### src/bcsch_pkg.sv
// shared constants and types of the bridge command, sleep and crc handler
package bcsch_pkg;

  // ************************************************************
  // device command codes
  // ************************************************************
  localparam logic [7:0] CMD_WRITE_CFG = 8'hd2;
  localparam logic [7:0] CMD_READ_CFG  = 8'he1;
  localparam logic [7:0] CMD_SLEEP     = 8'h1e;
  localparam logic [7:0] CMD_READ_REV  = 8'hc3;
  localparam logic [7:0] CMD_PACKET    = 8'h2d;

  // ************************************************************
  // configuration byte
  // ************************************************************
  localparam logic [1:0] RATE_100K    = 2'h0;
  localparam logic [1:0] RATE_400K    = 2'h1;
  localparam logic [1:0] RATE_900K    = 2'h2;
  localparam logic [1:0] RATE_UNUSED  = 2'h3;
  localparam logic [7:0] CFG_RESET    = 8'h01;
  localparam int         CFG_RATE_LSB = 0;
  localparam int         CFG_RATE_MSB = 1;
  localparam logic [5:0] CFG_UPPER    = 6'h00;

  // ************************************************************
  // status answers after a failed packet check, and the zero length value
  // ************************************************************
  localparam logic [7:0] STAT_CRC_ERR  = 8'h01;
  localparam logic [7:0] WSTAT_NO_I2C  = 8'hff;
  localparam logic [7:0] LEN_ZERO      = 8'h00;

  // ************************************************************
  // crc engines, both shifted least significant bit first
  // ************************************************************
  localparam logic [15:0] CRC16_POLY_REFL = 16'ha001;
  localparam logic [15:0] CRC16_INIT      = 16'h0000;
  localparam logic [7:0]  CRC8_POLY_REFL  = 8'h8c;
  localparam logic [7:0]  CRC8_INIT       = 8'h00;
  localparam logic [2:0]  ROM_BODY_BYTES  = 3'h7;

  // ************************************************************
  // command interpreter states
  // ************************************************************
  typedef enum logic [3:0] {
    ST_IDLE, ST_CMD, ST_CFG_WR, ST_ANSWER, ST_ADDR, ST_WLEN, ST_WDATA,
    ST_RLEN, ST_CRC_LO, ST_CRC_HI, ST_CHECK, ST_REPORT, ST_HOLD, ST_SLEEP
  } bcsch_state_type;

endpackage

### src/bcsch_crc_if.sv
// byte-wide crc engine connection between a user and the engine
`timescale 1ns/100ps
interface bcsch_crc_if #(parameter int W = 16);
  logic         clear;
  logic         load;
  logic [7:0]   data;
  logic [W-1:0] value;

  modport engine (input clear, input load, input data, output value);
  modport user   (output clear, output load, output data, input value);
endinterface // bcsch_crc_if

### src/bcsch_crc_engine.sv
// byte-per-clock reflected crc engine, width and polynomial as parameters
`timescale 1ns/100ps
module bcsch_crc_engine #(
  parameter int           W    = 16,
  parameter logic [W-1:0] POLY = '0,
  parameter logic [W-1:0] INIT = '0
) (
  input wire logic     clk,
  input wire logic     rst,
  bcsch_crc_if.engine  crc
);

  // eight serial steps folded into one clock, lsb of the byte first
  function automatic logic [W-1:0] step_byte(input logic [W-1:0] c, input logic [7:0] d);
    logic [W-1:0] r;
    r = c;
    for (int i = 0; i < 8; i++)
    begin
      if (r[0] ^ d[i])
        r = (r >> 1) ^ POLY;
      else
        r = r >> 1;
    end
    return r;
  endfunction

  // clear wins over load so a new frame never inherits old bits
  always_ff @(posedge clk or posedge rst)
  begin
    if (rst)
      crc.value <= INIT;
    else if (crc.clear)
      crc.value <= INIT;
    else if (crc.load)
      crc.value <= step_byte(crc.value, crc.data);
  end

endmodule // bcsch_crc_engine

### src/bcsch_rom_id.sv
// builds the 64-bit rom identifier with its crc byte after reset
`timescale 1ns/100ps
module bcsch_rom_id
  import bcsch_pkg::*;
#(
  parameter logic [55:0] BODY = 56'h00_0000_0000_5a01  // arbitrary value
) (
  input  wire logic        clk,
  input  wire logic        rst,
  output logic [63:0]      rom_id,
  output logic             ready
);

  logic [2:0] idx;

  bcsch_crc_if #(.W(8)) rom_crc ();

  bcsch_crc_engine #(
    .W    (8),
    .POLY (CRC8_POLY_REFL),
    .INIT (CRC8_INIT)
  ) u_crc8 (
    .clk (clk),
    .rst (rst),
    .crc (rom_crc.engine)
  );

  // feed the seven body bytes, low byte first
  assign rom_crc.clear = 1'b0;
  assign rom_crc.load  = !ready && (idx < ROM_BODY_BYTES);
  assign rom_crc.data  = BODY[{idx, 3'b000} +: 8];

  // crc lands in the top byte, sent as is without inversion
  always_ff @(posedge clk or posedge rst)
  begin
    if (rst)
    begin
      idx    <= 3'h0;
      ready  <= 1'b0;
      rom_id <= 64'h0;
    end
    else if (!ready)
    begin
      if (idx < ROM_BODY_BYTES)
        idx <= idx + 3'h1;
      else
      begin
        rom_id <= {rom_crc.value, BODY};
        ready  <= 1'b1;
      end
    end
  end

  a_rom_crc_top : assert property (@(posedge clk) disable iff (rst)
    $rose(ready) |-> (rom_id[63:56] == rom_crc.value) && (rom_id[55:0] == BODY))
    else $error("rom crc byte not placed on top");

  a_rom_true_form : assert property (@(posedge clk) disable iff (rst)
    ready |-> rom_id[63:56] == $past(rom_crc.value))
    else $error("rom crc byte not in true form");

endmodule // bcsch_rom_id

### src/bcsch_top.sv
// command interpreter: configuration, sleep, revision and packet crc check
`timescale 1ns/100ps

// Function
// - rate select bits 1:0 choose 100k, 400k or 900k; reset value 400k.
// - read configuration returns the configuration byte on the next read byte.
// - device commands are taken only after a rom selection while idle, which is entered at reset, on bus reset or on wake.
// - sleep command enters low-current state and ignores all bus traffic.
// - sleep ends only on a rising edge of the wake input.
// - the sleep request pin enters the same sleep state.
// - read revision returns major nibble high, minor nibble low.
// - rom identifier top byte holds crc8 over the low 56 bits.
// - the rom crc byte is sent in true form.
// - packet crc16 uses x16+x15+x2+1, received inverted and compared inverted.
// - i2c operation starts only on crc match; mismatch sets the error flag.
// - error output is high whenever the crc error flag is set.
// - a valid bus reset clears the error output.
// - on crc failure status bit 0 is set and write status reads ff.
// - crc16 spans command, address with lsb zero, lengths, data and read count.
module bcsch_top
  import bcsch_pkg::*;
#(
  parameter logic [3:0]  REV_MAJOR = 4'h1,
  parameter logic [3:0]  REV_MINOR = 4'h0,
  parameter logic [55:0] ROM_BODY  = 56'h00_0000_0000_5a01  // arbitrary value
) (
  input  wire logic        CLK_SYS,
  input  wire logic        RST,
  input  wire logic        BUS_RESET,
  input  wire logic        ROM_SELECTED,
  input  wire logic        RX_VALID,
  input  wire logic [7:0]  RX_BYTE,
  input  wire logic        TX_REQ,
  input  wire logic        SLEEP_N,
  input  wire logic        WAKE,
  output logic             TX_VALID,
  output logic [7:0]       TX_BYTE,
  output logic [1:0]       RATE_SELECT,
  output logic             I2C_GO,
  output logic [6:0]       I2C_ADDR,
  output logic [7:0]       I2C_WLEN,
  output logic [7:0]       I2C_RLEN,
  output logic             ERR_DETECTED,
  output logic             ASLEEP,
  output logic [63:0]      ROM_ID,
  output logic             ROM_ID_READY
);

  // ************************************************************
  // state and storage
  // ************************************************************
  bcsch_state_type state;
  bcsch_state_type next_state;
  logic            wake_prev;
  logic            wake_rise;
  logic [7:0]      data_left;
  logic [7:0]      rx_crc_lo;
  logic [15:0]     rx_crc;
  logic            err_set;
  logic            report_idx;
  logic            rx_take;

  bcsch_crc_if #(.W(16)) pkt_crc ();

  bcsch_crc_engine #(
    .W    (16),
    .POLY (CRC16_POLY_REFL),
    .INIT (CRC16_INIT)
  ) u_crc16 (
    .clk (CLK_SYS),
    .rst (RST),
    .crc (pkt_crc.engine)
  );

  bcsch_rom_id #(
    .BODY (ROM_BODY)
  ) u_rom_id (
    .clk    (CLK_SYS),
    .rst    (RST),
    .rom_id (ROM_ID),
    .ready  (ROM_ID_READY)
  );

  // ************************************************************
  // packet crc feed
  // ************************************************************
  assign wake_rise = WAKE && !wake_prev;
  assign rx_take   = RX_VALID && (state != ST_SLEEP);
  assign rx_crc    = {RX_BYTE, rx_crc_lo};

  // restart on every selection; the address byte is hashed with lsb zero
  assign pkt_crc.clear = ROM_SELECTED;
  assign pkt_crc.load  = rx_take && ((state == ST_CMD && RX_BYTE == CMD_PACKET)
                         || state == ST_ADDR || state == ST_WLEN
                         || state == ST_WDATA || state == ST_RLEN);
  assign pkt_crc.data  = (state == ST_ADDR) ? {RX_BYTE[7:1], 1'b0} : RX_BYTE;

  logic [15:0] rx_crc_full;
  always_ff @(posedge CLK_SYS or posedge RST)
  begin
    if (RST)
      rx_crc_full <= 16'h0;
    else if (rx_take && state == ST_CRC_HI)
      rx_crc_full <= rx_crc;
  end

  // host sends the crc inverted, so the stored value is inverted back
  logic pkt_ok;
  assign pkt_ok = (~rx_crc_full == pkt_crc.value);

  // ************************************************************
  // next state
  // ************************************************************
  // sleep outranks bus reset so nothing on the bus can end it
  always_comb
  begin
    next_state = state;
    if (state == ST_SLEEP)
    begin
      if (wake_rise)
        next_state = ST_IDLE;
    end
    else if (!SLEEP_N)
      next_state = ST_SLEEP;
    else if (BUS_RESET)
      next_state = ST_IDLE;
    else
    begin
      case (state)
        ST_IDLE:
          if (ROM_SELECTED)
            next_state = ST_CMD;
        ST_CMD:
          if (rx_take)
          begin
            case (RX_BYTE)
              CMD_WRITE_CFG: next_state = ST_CFG_WR;
              CMD_READ_CFG:  next_state = ST_ANSWER;
              CMD_READ_REV:  next_state = ST_ANSWER;
              CMD_SLEEP:     next_state = ST_SLEEP;
              CMD_PACKET:    next_state = ST_ADDR;
              default:       next_state = ST_HOLD;
            endcase
          end
        ST_CFG_WR:
          if (rx_take)
            next_state = ST_HOLD;
        ST_ANSWER:
          if (TX_REQ)
            next_state = ST_HOLD;
        ST_ADDR:
          if (rx_take)
            next_state = ST_WLEN;
        ST_WLEN:
          if (rx_take)
            next_state = (RX_BYTE == LEN_ZERO) ? ST_HOLD : ST_WDATA;
        ST_WDATA:
          if (rx_take && data_left == 8'h01)
            next_state = ST_RLEN;
        ST_RLEN:
          if (rx_take)
            next_state = (RX_BYTE == LEN_ZERO) ? ST_HOLD : ST_CRC_LO;
        ST_CRC_LO:
          if (rx_take)
            next_state = ST_CRC_HI;
        ST_CRC_HI:
          if (rx_take)
            next_state = ST_CHECK;
        ST_CHECK:
          next_state = pkt_ok ? ST_HOLD : ST_REPORT;
        ST_REPORT:
          if (TX_REQ && report_idx)
            next_state = ST_HOLD;
        ST_HOLD:
          next_state = ST_HOLD;
        default:
          next_state = ST_IDLE;
      endcase
    end
  end

  // state register and the sleep indication that follows it
  always_ff @(posedge CLK_SYS or posedge RST)
  begin
    if (RST)
    begin
      state     <= ST_IDLE;
      ASLEEP    <= 1'b0;
      wake_prev <= 1'b0;
    end
    else
    begin
      state     <= next_state;
      ASLEEP    <= (next_state == ST_SLEEP);
      wake_prev <= WAKE;
    end
  end

  // ************************************************************
  // configuration byte
  // ************************************************************
  // only the rate field is kept; code 11 falls back to 400k
  always_ff @(posedge CLK_SYS or posedge RST)
  begin
    if (RST)
      RATE_SELECT <= CFG_RESET[CFG_RATE_MSB:CFG_RATE_LSB];
    else if (state == ST_CFG_WR && rx_take && !BUS_RESET && SLEEP_N)
    begin
      if (RX_BYTE[CFG_RATE_MSB:CFG_RATE_LSB] == RATE_UNUSED)
        RATE_SELECT <= RATE_400K;
      else
        RATE_SELECT <= RX_BYTE[CFG_RATE_MSB:CFG_RATE_LSB];
    end
  end

  // ************************************************************
  // packet fields
  // ************************************************************
  always_ff @(posedge CLK_SYS or posedge RST)
  begin
    if (RST)
    begin
      I2C_ADDR  <= 7'h0;
      I2C_WLEN  <= 8'h0;
      I2C_RLEN  <= 8'h0;
      data_left <= 8'h0;
      rx_crc_lo <= 8'h0;
    end
    else if (rx_take)
    begin
      case (state)
        ST_ADDR:   I2C_ADDR  <= RX_BYTE[7:1];
        ST_WLEN:
        begin
          I2C_WLEN  <= RX_BYTE;
          data_left <= RX_BYTE;
        end
        ST_WDATA:  data_left <= data_left - 8'h01;
        ST_RLEN:   I2C_RLEN  <= RX_BYTE;
        ST_CRC_LO: rx_crc_lo <= RX_BYTE;
        default:   data_left <= data_left;
      endcase
    end
  end

  // one-cycle start pulse, only after a good check
  always_ff @(posedge CLK_SYS or posedge RST)
  begin
    if (RST)
      I2C_GO <= 1'b0;
    else
      I2C_GO <= (state == ST_CHECK) && pkt_ok && SLEEP_N && !BUS_RESET;
  end

  // ************************************************************
  // error flag
  // ************************************************************
  // zero lengths also flag; a set in the reset cycle is not lost
  assign err_set = SLEEP_N && state != ST_SLEEP
                   && ((state == ST_CHECK && !pkt_ok)
                   || (rx_take && (state == ST_WLEN || state == ST_RLEN)
                       && RX_BYTE == LEN_ZERO));

  always_ff @(posedge CLK_SYS or posedge RST)
  begin
    if (RST)
      ERR_DETECTED <= 1'b0;
    else if (err_set)
      ERR_DETECTED <= 1'b1;
    else if (BUS_RESET && state != ST_SLEEP)
      ERR_DETECTED <= 1'b0;
  end

  // ************************************************************
  // read answers
  // ************************************************************
  // answer byte is staged at the command so the read can be served at once
  always_ff @(posedge CLK_SYS or posedge RST)
  begin
    if (RST)
    begin
      TX_VALID   <= 1'b0;
      TX_BYTE    <= 8'h0;
      report_idx <= 1'b0;
    end
    else
    begin
      TX_VALID <= 1'b0;
      if (state == ST_CMD && rx_take && RX_BYTE == CMD_READ_CFG)
        TX_BYTE <= {CFG_UPPER, RATE_SELECT};
      else if (state == ST_CMD && rx_take && RX_BYTE == CMD_READ_REV)
        TX_BYTE <= {REV_MAJOR, REV_MINOR};
      else if (state == ST_CHECK)
      begin
        TX_BYTE    <= STAT_CRC_ERR;
        report_idx <= 1'b0;
      end
      else if (state == ST_ANSWER && TX_REQ && next_state == ST_HOLD)
        TX_VALID <= 1'b1;
      else if (state == ST_REPORT && TX_REQ && next_state != ST_SLEEP
               && !BUS_RESET)
      begin
        TX_VALID   <= 1'b1;
        report_idx <= 1'b1;
        if (report_idx)
          TX_BYTE <= WSTAT_NO_I2C;
      end
    end
  end

  // ************************************************************
  // checks
  // ************************************************************
  a_rate_reset_ok : assert property (@(posedge CLK_SYS) disable iff (RST)
    RATE_SELECT != RATE_UNUSED)
    else $error("rate select holds the unused code");

  a_cfg_write_store : assert property (@(posedge CLK_SYS) disable iff (RST)
    (state == ST_CFG_WR && rx_take && SLEEP_N && !BUS_RESET
     && RX_BYTE[1:0] != RATE_UNUSED) |=> RATE_SELECT == $past(RX_BYTE[1:0]))
    else $error("configuration write not stored");

  a_cfg_read_back : assert property (@(posedge CLK_SYS) disable iff (RST)
    (state == ST_CMD && rx_take && SLEEP_N && !BUS_RESET && RX_BYTE == CMD_READ_CFG)
    |=> TX_BYTE == {CFG_UPPER, RATE_SELECT})
    else $error("configuration byte not returned");

  a_answer_valid : assert property (@(posedge CLK_SYS) disable iff (RST)
    (state == ST_ANSWER && TX_REQ && SLEEP_N && !BUS_RESET) |=> TX_VALID)
    else $error("answer byte not marked valid");

  a_cmd_after_select : assert property (@(posedge CLK_SYS) disable iff (RST)
    (state == ST_IDLE && !ROM_SELECTED) |=> state != ST_CMD)
    else $error("command accepted without selection");

  a_sleep_cmd : assert property (@(posedge CLK_SYS) disable iff (RST)
    (state == ST_CMD && rx_take && RX_BYTE == CMD_SLEEP && !BUS_RESET)
    |=> ASLEEP && state == ST_SLEEP)
    else $error("sleep command ignored");

  a_sleep_stays : assert property (@(posedge CLK_SYS) disable iff (RST)
    (state == ST_SLEEP && !(WAKE && !wake_prev)) |=> ASLEEP)
    else $error("sleep left without wake edge");

  a_sleep_pin : assert property (@(posedge CLK_SYS) disable iff (RST)
    (!SLEEP_N && state != ST_SLEEP) |=> ASLEEP)
    else $error("sleep pin ignored");

  a_rev_nibbles : assert property (@(posedge CLK_SYS) disable iff (RST)
    (state == ST_CMD && rx_take && SLEEP_N && !BUS_RESET && RX_BYTE == CMD_READ_REV)
    |=> TX_BYTE == {REV_MAJOR, REV_MINOR})
    else $error("revision byte wrong");

  a_crc_go_pulse : assert property (@(posedge CLK_SYS) disable iff (RST)
    (state == ST_CHECK && pkt_ok && SLEEP_N && !BUS_RESET) |=> I2C_GO ##1 !I2C_GO)
    else $error("start pulse wrong after good crc");

  a_crc_bad_flag : assert property (@(posedge CLK_SYS) disable iff (RST)
    (state == ST_CHECK && !pkt_ok && SLEEP_N) |=> ERR_DETECTED && !I2C_GO)
    else $error("crc error not flagged");

  a_err_clear : assert property (@(posedge CLK_SYS) disable iff (RST)
    (BUS_RESET && state != ST_SLEEP && !err_set) |=> !ERR_DETECTED)
    else $error("bus reset did not clear error");

  a_report_bytes : assert property (@(posedge CLK_SYS) disable iff (RST)
    (state == ST_REPORT && TX_REQ && !report_idx && SLEEP_N && !BUS_RESET)
    |=> TX_VALID && TX_BYTE == STAT_CRC_ERR)
    else $error("status byte wrong after crc failure");

endmodule // bcsch_top

### config.mk
export PLATFORM = sky130hd
export DESIGN_NAME = bcsch_top
export DESIGN_NICKNAME = d
export VERILOG_FILES = /design/src/bcsch_pkg.sv /design/src/bcsch_crc_if.sv /design/src/bcsch_crc_engine.sv /design/src/bcsch_rom_id.sv /design/src/bcsch_top.sv
export SDC_FILE = /design/constraint.sdc
export NUM_CORES = 1
export LEC_CHECK = 0
export BUFFER_PORTS_ARGS = -buffer_cell sky130_fd_sc_hd__buf_4
export CELL_PAD_IN_SITES_DETAIL_PLACEMENT = 0
export CELL_PAD_IN_SITES_GLOBAL_PLACEMENT = 1
export CORE_ASPECT_RATIO = 0.7
export CORE_MARGIN = 5
export CORE_UTILIZATION = 34
export DETAILED_ROUTE_END_ITERATION = 10
export PLACE_DENSITY = 0.7
export SYNTH_ARGS = -nofsm -noshare
export SYNTH_HDL_FRONTEND = slang
export SYNTH_SLANG_ARGS = --single-unit
### constraint.sdc
create_clock -name CLK_SYS -period 4.5 [get_ports CLK_SYS]
set_clock_uncertainty 0.2 [all_clocks]
set_input_delay 1.125 -clock CLK_SYS [delete_from_list [all_inputs] [get_ports CLK_SYS]]
set_output_delay 1.125 -clock CLK_SYS [all_outputs]
set_load 0.02 [all_outputs]
# Word level (Yosys, flattened, before mapping)
# Cells that the tools add are included.
[word_totals]
register_bits = 116
output_inout_bits = 102
wordCells = 224
inputBits = 16
[op_classes]
addsub = 2
bitwise_logic = 37
n_lt_le_gt_ge = 1
reduce_logical = 56
n_eq_ne = 27
shifts = 1
muxes = 80
[ops]
columns = ["op", "count"]
rows = [
  ["two-way mux 16 bit", 24],
  ["two-way mux 8 bit", 21],
  ["two-way mux 4 bit", 16],
  ["indexed part select 56 x 7 -> 8 bit (first input constant)", 1],
  ["one-hot mux 4 bit (13 select lines)", 1],
  ["NOT 2 -> 3 bit", 16],
  ["== test 4 bit (second input constant)", 8],
  ["logical AND 1 bit", 28],
  ["== test 8 bit (second input constant)", 3],
  ["== test 16 bit", 1],
  ["== test 4 x 3 -> 1 bit (second input constant)", 4],
  ["NOT 16 bit", 1],
  ["one-hot mux 4 bit (4 select lines)", 1],
  ["one-hot mux 8 bit (2 select lines)", 1],
  ["bitwise XOR 1 bit", 16],
  ["AND reduction 2 bit", 7],
  ["two-way mux 1 bit", 13],
  ["inequality test 4 bit (second input constant)", 3],
  ["== test 4 x 2 -> 1 bit (second input constant)", 2],
  ["== test 8 x 1 -> 1 bit (second input constant)", 1],
  ["== test 8 x 5 -> 1 bit (second input constant)", 1],
  ["== test 8 x 6 -> 1 bit (second input constant)", 1],
  ["zero test 8 bit", 1],
  ["nonzero test 2 bit", 4],
  ["other kinds (16)", 29],
]

# Logic depth before layout (Yosys ltp)
[logic_depth]
ltp_word = 37
ltp_mapped = 10
ltp_nobuf = 10

# Hierarchy
# A second synthesis with hierarchy kept.
[hier_totals]
hier_cells = 570
hier_area_um2 = 6288.5
[modules_own_cells]
columns = ["module", "area_per_inst_um2", "n_inst", "cells_per_inst"]
rows = [
  ["bcsch_top", 3747.3, 1, 341],
  ["bcsch_rom_id", 1028.5, 1, 99],
  ["bcsch_crc_engine (u_crc16)", 888.4, 1, 76],
  ["bcsch_crc_engine (u_rom_id.u_crc8)", 624.3, 1, 54],
]

# Least setup slack after synthesis
# No wires, ideal clock.
[synth_path]
kind = "input to register"
start = "in RX_BYTE[7]"
end = "reg TX_BYTE[4]"
path_buffers = 1
path_stages = 9
slack_ps = 1145
t_arrival_ps = 3029
cell_sequence = "buf_2 > nor2_2 > and4_1 > o2111ai_1 > a32o_1 > a31o_1 > o311a_1 > and3_4 > o311a_1"
[synth_via]
elab_chain_cells = 13
[synth_rtl]
columns = ["item", "line_no", "text"]
rows = [
  ["start: declaration", "bcsch_top.sv:32", "input wire logic [7:0] RX_BYTE,"],
  ["== test 8 bit, on equally long branches", "bcsch_top.sv:136, bcsch_top.sv:289, bcsch_top.sv:291", ""],
  ["OR reduction 2 bit (no source line)", "--", ""],
  ["one-hot mux 4 bit (4 select lines)", "bcsch_top.sv:136", "case (RX_BYTE)"],
  ["two-way mux 4 bit", "bcsch_top.sv:134", "if (rx_take)"],
  ["one-hot mux 4 bit (13 select lines)", "bcsch_top.sv:129", "case (state)"],
  ["two-way mux 4 bit", "bcsch_top.sv:125", "else if (BUS_RESET)"],
  ["two-way mux 4 bit", "bcsch_top.sv:123", "else if (!SLEEP_N)"],
  ["two-way mux 4 bit", "bcsch_top.sv:118", "if (state == ST_SLEEP)"],
  ["inequality test 4 bit", "bcsch_top.sv:300", "else if (state == ST_REPORT && TX_REQ && next_state != ST_SLEEP"],
  ["logical AND 1 bit", "bcsch_top.sv:300", ""],
  ["logical AND 1 bit", "bcsch_top.sv:301", "&& !BUS_RESET)"],
  ["nonzero test 4 bit (no source line)", "--", ""],
  ["AND reduction 3 bit (no source line)", "--", ""],
  ["end signal: assignment", "bcsch_top.sv:290", "TX_BYTE <= {CFG_UPPER, RATE_SELECT};"],
  ["end signal: assignment", "bcsch_top.sv:292", "TX_BYTE <= {REV_MAJOR, REV_MINOR};"],
  ["end: declaration", "bcsch_top.sv:37", "output logic [7:0] TX_BYTE,"],
]
# Several ways; a longest one is shown, not always the timed one.
# A chain may end at the register's enable or synchronous reset.

# Worst setup path after layout
[layout_path]
start = "in RX_VALID"
end = "reg TX_BYTE[4]"
[layout_via]
elab_chain_cells = 12
[layout_rtl]
columns = ["item", "line_no", "text"]
rows = [
  ["start: declaration", "bcsch_top.sv:31", "input wire logic RX_VALID,"],
  ["logical AND 1 bit (*)", "bcsch_top.sv:88", "assign rx_take = RX_VALID && (state != ST_SLEEP);"],
  ["logical AND 1 bit", "bcsch_top.sv:158", "if (rx_take && data_left == 8'h01)"],
  ["two-way mux 4 bit", "bcsch_top.sv:158", ""],
  ["one-hot mux 4 bit (13 select lines)", "bcsch_top.sv:129", ""],
  ["two-way mux 4 bit", "bcsch_top.sv:125", ""],
  ["two-way mux 4 bit", "bcsch_top.sv:123", ""],
  ["two-way mux 4 bit", "bcsch_top.sv:118", ""],
  ["inequality test 4 bit", "bcsch_top.sv:300", ""],
  ["logical AND 1 bit", "bcsch_top.sv:300", ""],
  ["logical AND 1 bit", "bcsch_top.sv:301", ""],
  ["nonzero test 4 bit (no source line)", "--", ""],
  ["AND reduction 3 bit (no source line)", "--", ""],
]
# Every way passes the cells marked *; elsewhere a longest branch is shown, timed or not.

==> metrics.yaml <==
run_status:
  status: "finished clean"
route:
  ant_nets: 0
  wl_per_cell_microns: 16.8
  drt_wl_total_mm: 14.7
  drc: 0
  vias: 4206
  drt_iter0_markers: 262
  drt_pass1_iterations: 5
  routed_via_density: 4.83
timing:
  drv_slew: 0
  setup_violations: 0
  rsz0062_at_grt: "false"
  whs_ns: 0.286
  hold_viol: 0
  setup_slack_ns: 1.10
  final.setup.tns_ns: 0
  tightest_slew_ns: 0.894
  fin_crit_sh_pct: 75.6
  finalCriticalPeriod_ns: 3.40
  slew-limit-headroom_pct: 40.1
  fmax_mhz: 294
critical_path:
  cp-end-kind: "flop"
  cp_slowest_stage_delay_ns: 0.40
  setup.worst_path.class: "in -> reg"
  rr_worst_depth: 8
  cp-start-kind: "primary input"
  path_common_cell: "o311a_1"
  critPathBufInv: 1
  crit_family: "compound AO/OA/AOI/OAI gates"
  worstPathRequired_ns: 4.55
  arrival_ns: 3.45
  crit_cells: 9
  slowest_stage: "o311a_1"
  path_cells: "buf_4 -> nand3b_1 -> nor2_2 -> a221oi_1 -> o221a_1 -> a31o_1 -> o311a_1 -> and3_4 -> o311a_1"
  worstSetupStartpoint: "RX_VALID"
  r2r-start: "state[2]$_DFF_PP0_"
  r2r_slack_ns: 1.21
  critPathMaxFanout: 15
  r2r_end: "TX_BYTE[4]$_DFFE_PP0P_"
  worstSetupEndpoint: "TX_BYTE[4]$_DFFE_PP0P_"
cts:
  clk-insertion-delay-late_ns: 0.36
  cts.sinks: 108
  clockRootBuffer: "clkbuf_16"
  cts_hold_buf: 0
  cts_buffers: 9
  clk_pin_slew_ns: 0.08
  clk_path_buf_depth: 2
  cts-htree-levels: 3
  post_cts_resized: 0
  cts_setup_buffers: 0
  cts_tree: "built"
global_routing:
  grt_overflow: 0
  grt_pass1_vias: 4142
  grt_use_total_pct: 14.6
  grt_max_degree: 66
  antenna_found_initial: 0
  grt_pass1_wl_mm: 23.5
final_layout:
  layout-drive-gt1-share_pct: 22.5
  antennaDiodeCount: 0
  fin_area_sq_um: 6740
  nets: 656
  finish.utilization_pct: 39.1
  fin_cells: 871
  syn_to_final_growth_pct: 12.6
power_and_ir_drop:
  irDropWorstVdd_mv: 0.220
  pwr_density_cell_nw_per_um2: 546
  p_leak_nw: 2.98
  power.total_mw: 3.68
floorplanning:
  die_area_sq_um: 20400
  initial_core_util_pct: 34.7
  die_h_microns: 121
  io_pins: 118
  fp.dieW_microns: 169
  row_count: 40
  core_region_area_sq_um: 17200
place:
  placed_cell_area_sq_um: 6410
  numPortBuffers: 66
  dp.cells: 855
  dpl_worst_slack_ns: 0.759
  gp_congestion: 0.904
  dp_hpwl_mm: 10.8
logic_synthesis:
  synthCells: 590
  synth_ff_type: "dfrtp_1"
  synth_largest_area_cell: "dfrtp_1"
  netlist.area_leader.share_pct: 44.8
  yosys_warnings: 0
  seq_area_frac_synth_pct: 45.2
  synth_cell_types: 72
  netlist_area_sq_um: 5980
  postSynth.asyncResetShare_pct: 100
  synth_seq_cells: 108
  synth.avg_cell_area_sq_um: 10.1
  synth_edf_count: 0
  synth_area_leaders: "dfrtp_1 (45%), mux2_2 (7.7%), buf_4 (7.4%)"
hold_path:
  min_from: "I2C_WLEN[2]$_DFFE_PP0P_"
  hold_class: "reg -> reg"
  hold_depth: 2
flow_run:
  maxCapViolations: 0
==> cell usage after synthesis (2+ instances only) <==
library cell / n
buf_6: 3
nor3_1: 7
dfrtp_1: 107
nand4_1: 3
and2_1: 4
o2111ai_1: 2
nand4b_1: 2
a211oi_1: 10
mux2i_1: 11
nor2b_1: 4
a21oi_1: 16
inv_1: 10
o311a_1: 2
or2_1: 2
and4_1: 2
o21a_1: 2
ha_1: 5
nand2b_1: 7
xnor2_1: 45
xor2_1: 12
o21ai_0: 17
clkbuf_1: 11
nor4_1: 4
buf_2: 13
buf_4: 59
o32ai_1: 2
nor3b_1: 2
nand3_1: 12
xnor3_1: 2
a31o_1: 2
mux2_2: 41
and2_2: 2
nand2_1: 84
nor2_2: 2
nor2_1: 38
a31oi_1: 5
nand3b_1: 3
==> power breakdown <==
| part | total [mW] | leakage [nW] | switching [mW] | internal, mW |
|---|---|---|---|---|
| logic | 1.30 | 1.50 | 0.728 | 0.574 |
| clock network | 0.866 | 0.152 | 0.372 | 0.494 |
| registers | 1.51 | 1.33 | 0.267 | 1.24 |
| total | 3.68 | 2.98 | 1.37 | 2.31 |
==> worst min path at each step <==
stage                                    end  slack (ns)
finish               I2C_WLEN[2]$_DFFE_PP0P_        0.29
global route         I2C_WLEN[2]$_DFFE_PP0P_        0.31
CTS                  I2C_WLEN[2]$_DFFE_PP0P_        0.29
detailed placement   I2C_WLEN[1]$_DFFE_PP0P_        0.26
global placement    ERR_DETECTED$_DFFE_PP0P_        0.27
floorplan                 state[3]$_DFF_PP0_        0.27
==> registers in the layout, summed over array words and instances (netlist names) <==
register and flops:
ASLEEP 1, ERR_DETECTED 1, I2C_ADDR 7, I2C_GO 1, I2C_RLEN 8, I2C_WLEN 8, RATE_SELECT 2, TX_BYTE 4
TX_VALID 1, data_left 8, report_idx 1, rx_crc_full 16, rx_crc_lo 8, state 4, u_crc16.crc.value 16, u_rom_id.idx 3
u_rom_id.ready 1, u_rom_id.rom_id 9, u_rom_id.u_crc8.crc.value 8, wake_prev 1
==> worst reg2reg max path, stage by stage (launching register included) <==
cell	delay (ns)
dfrtp_1	0.77
nand3b_1	0.25
nor2_2	0.38
a221oi_1	0.15
o221a_1	0.32
a31o_1	0.23
o311a_1	0.40
and3_4	0.21
o311a_1	0.28
==> kinds of logic after synthesis <==
group,share of synthesized area [%]
AND/OR/NAND/NOR,16.0
flip-flops,45.2
buffers and inverters,10.5
AO/OA/AOI/OAI,8.33
XOR/XNOR,9.10
multiplexers,9.56
adder cells (fa/ha/maj),1.21
other,0.0627
==> cells in the final DEF (no fill, tap or decap), types with 7 or more instances in the layout <==
master     instances
xnor2_1           45
a211oi_1          10
nor2_1            38
dfrtp_1          107
mux2i_1           11
buf_4             69
nand3_1           12
nand2_1           84
clkbuf_16          9
a21oi_1           16
o21ai_0           17
xor2_1            12
conb_1            51
nand2b_1           7
nor3_1             7
mux2_2            41
inv_1              9
==> metal layers <==
layer,part of all wire (%),global-route usage [%],vias to the layer above
met2,41,20.2,169
met3,7.9,4.40,15
met4,1.2,2.53,0
met5,0,0,-
met1,50,22.4,2036
li1,-,-,1986
==> final cells by class <==
cell class	count	area, sq um
Sequential cell	108	2700
Tap cell	231	289
Clock inverter	5	87.6
Clock buffer	11	233
Timing Repair Buffer	70	538
Inverter	12	47.5
Multi-Input combinational cell	434	2840
Fill cell	1721	10500
(Power assumes the default switching activity.)
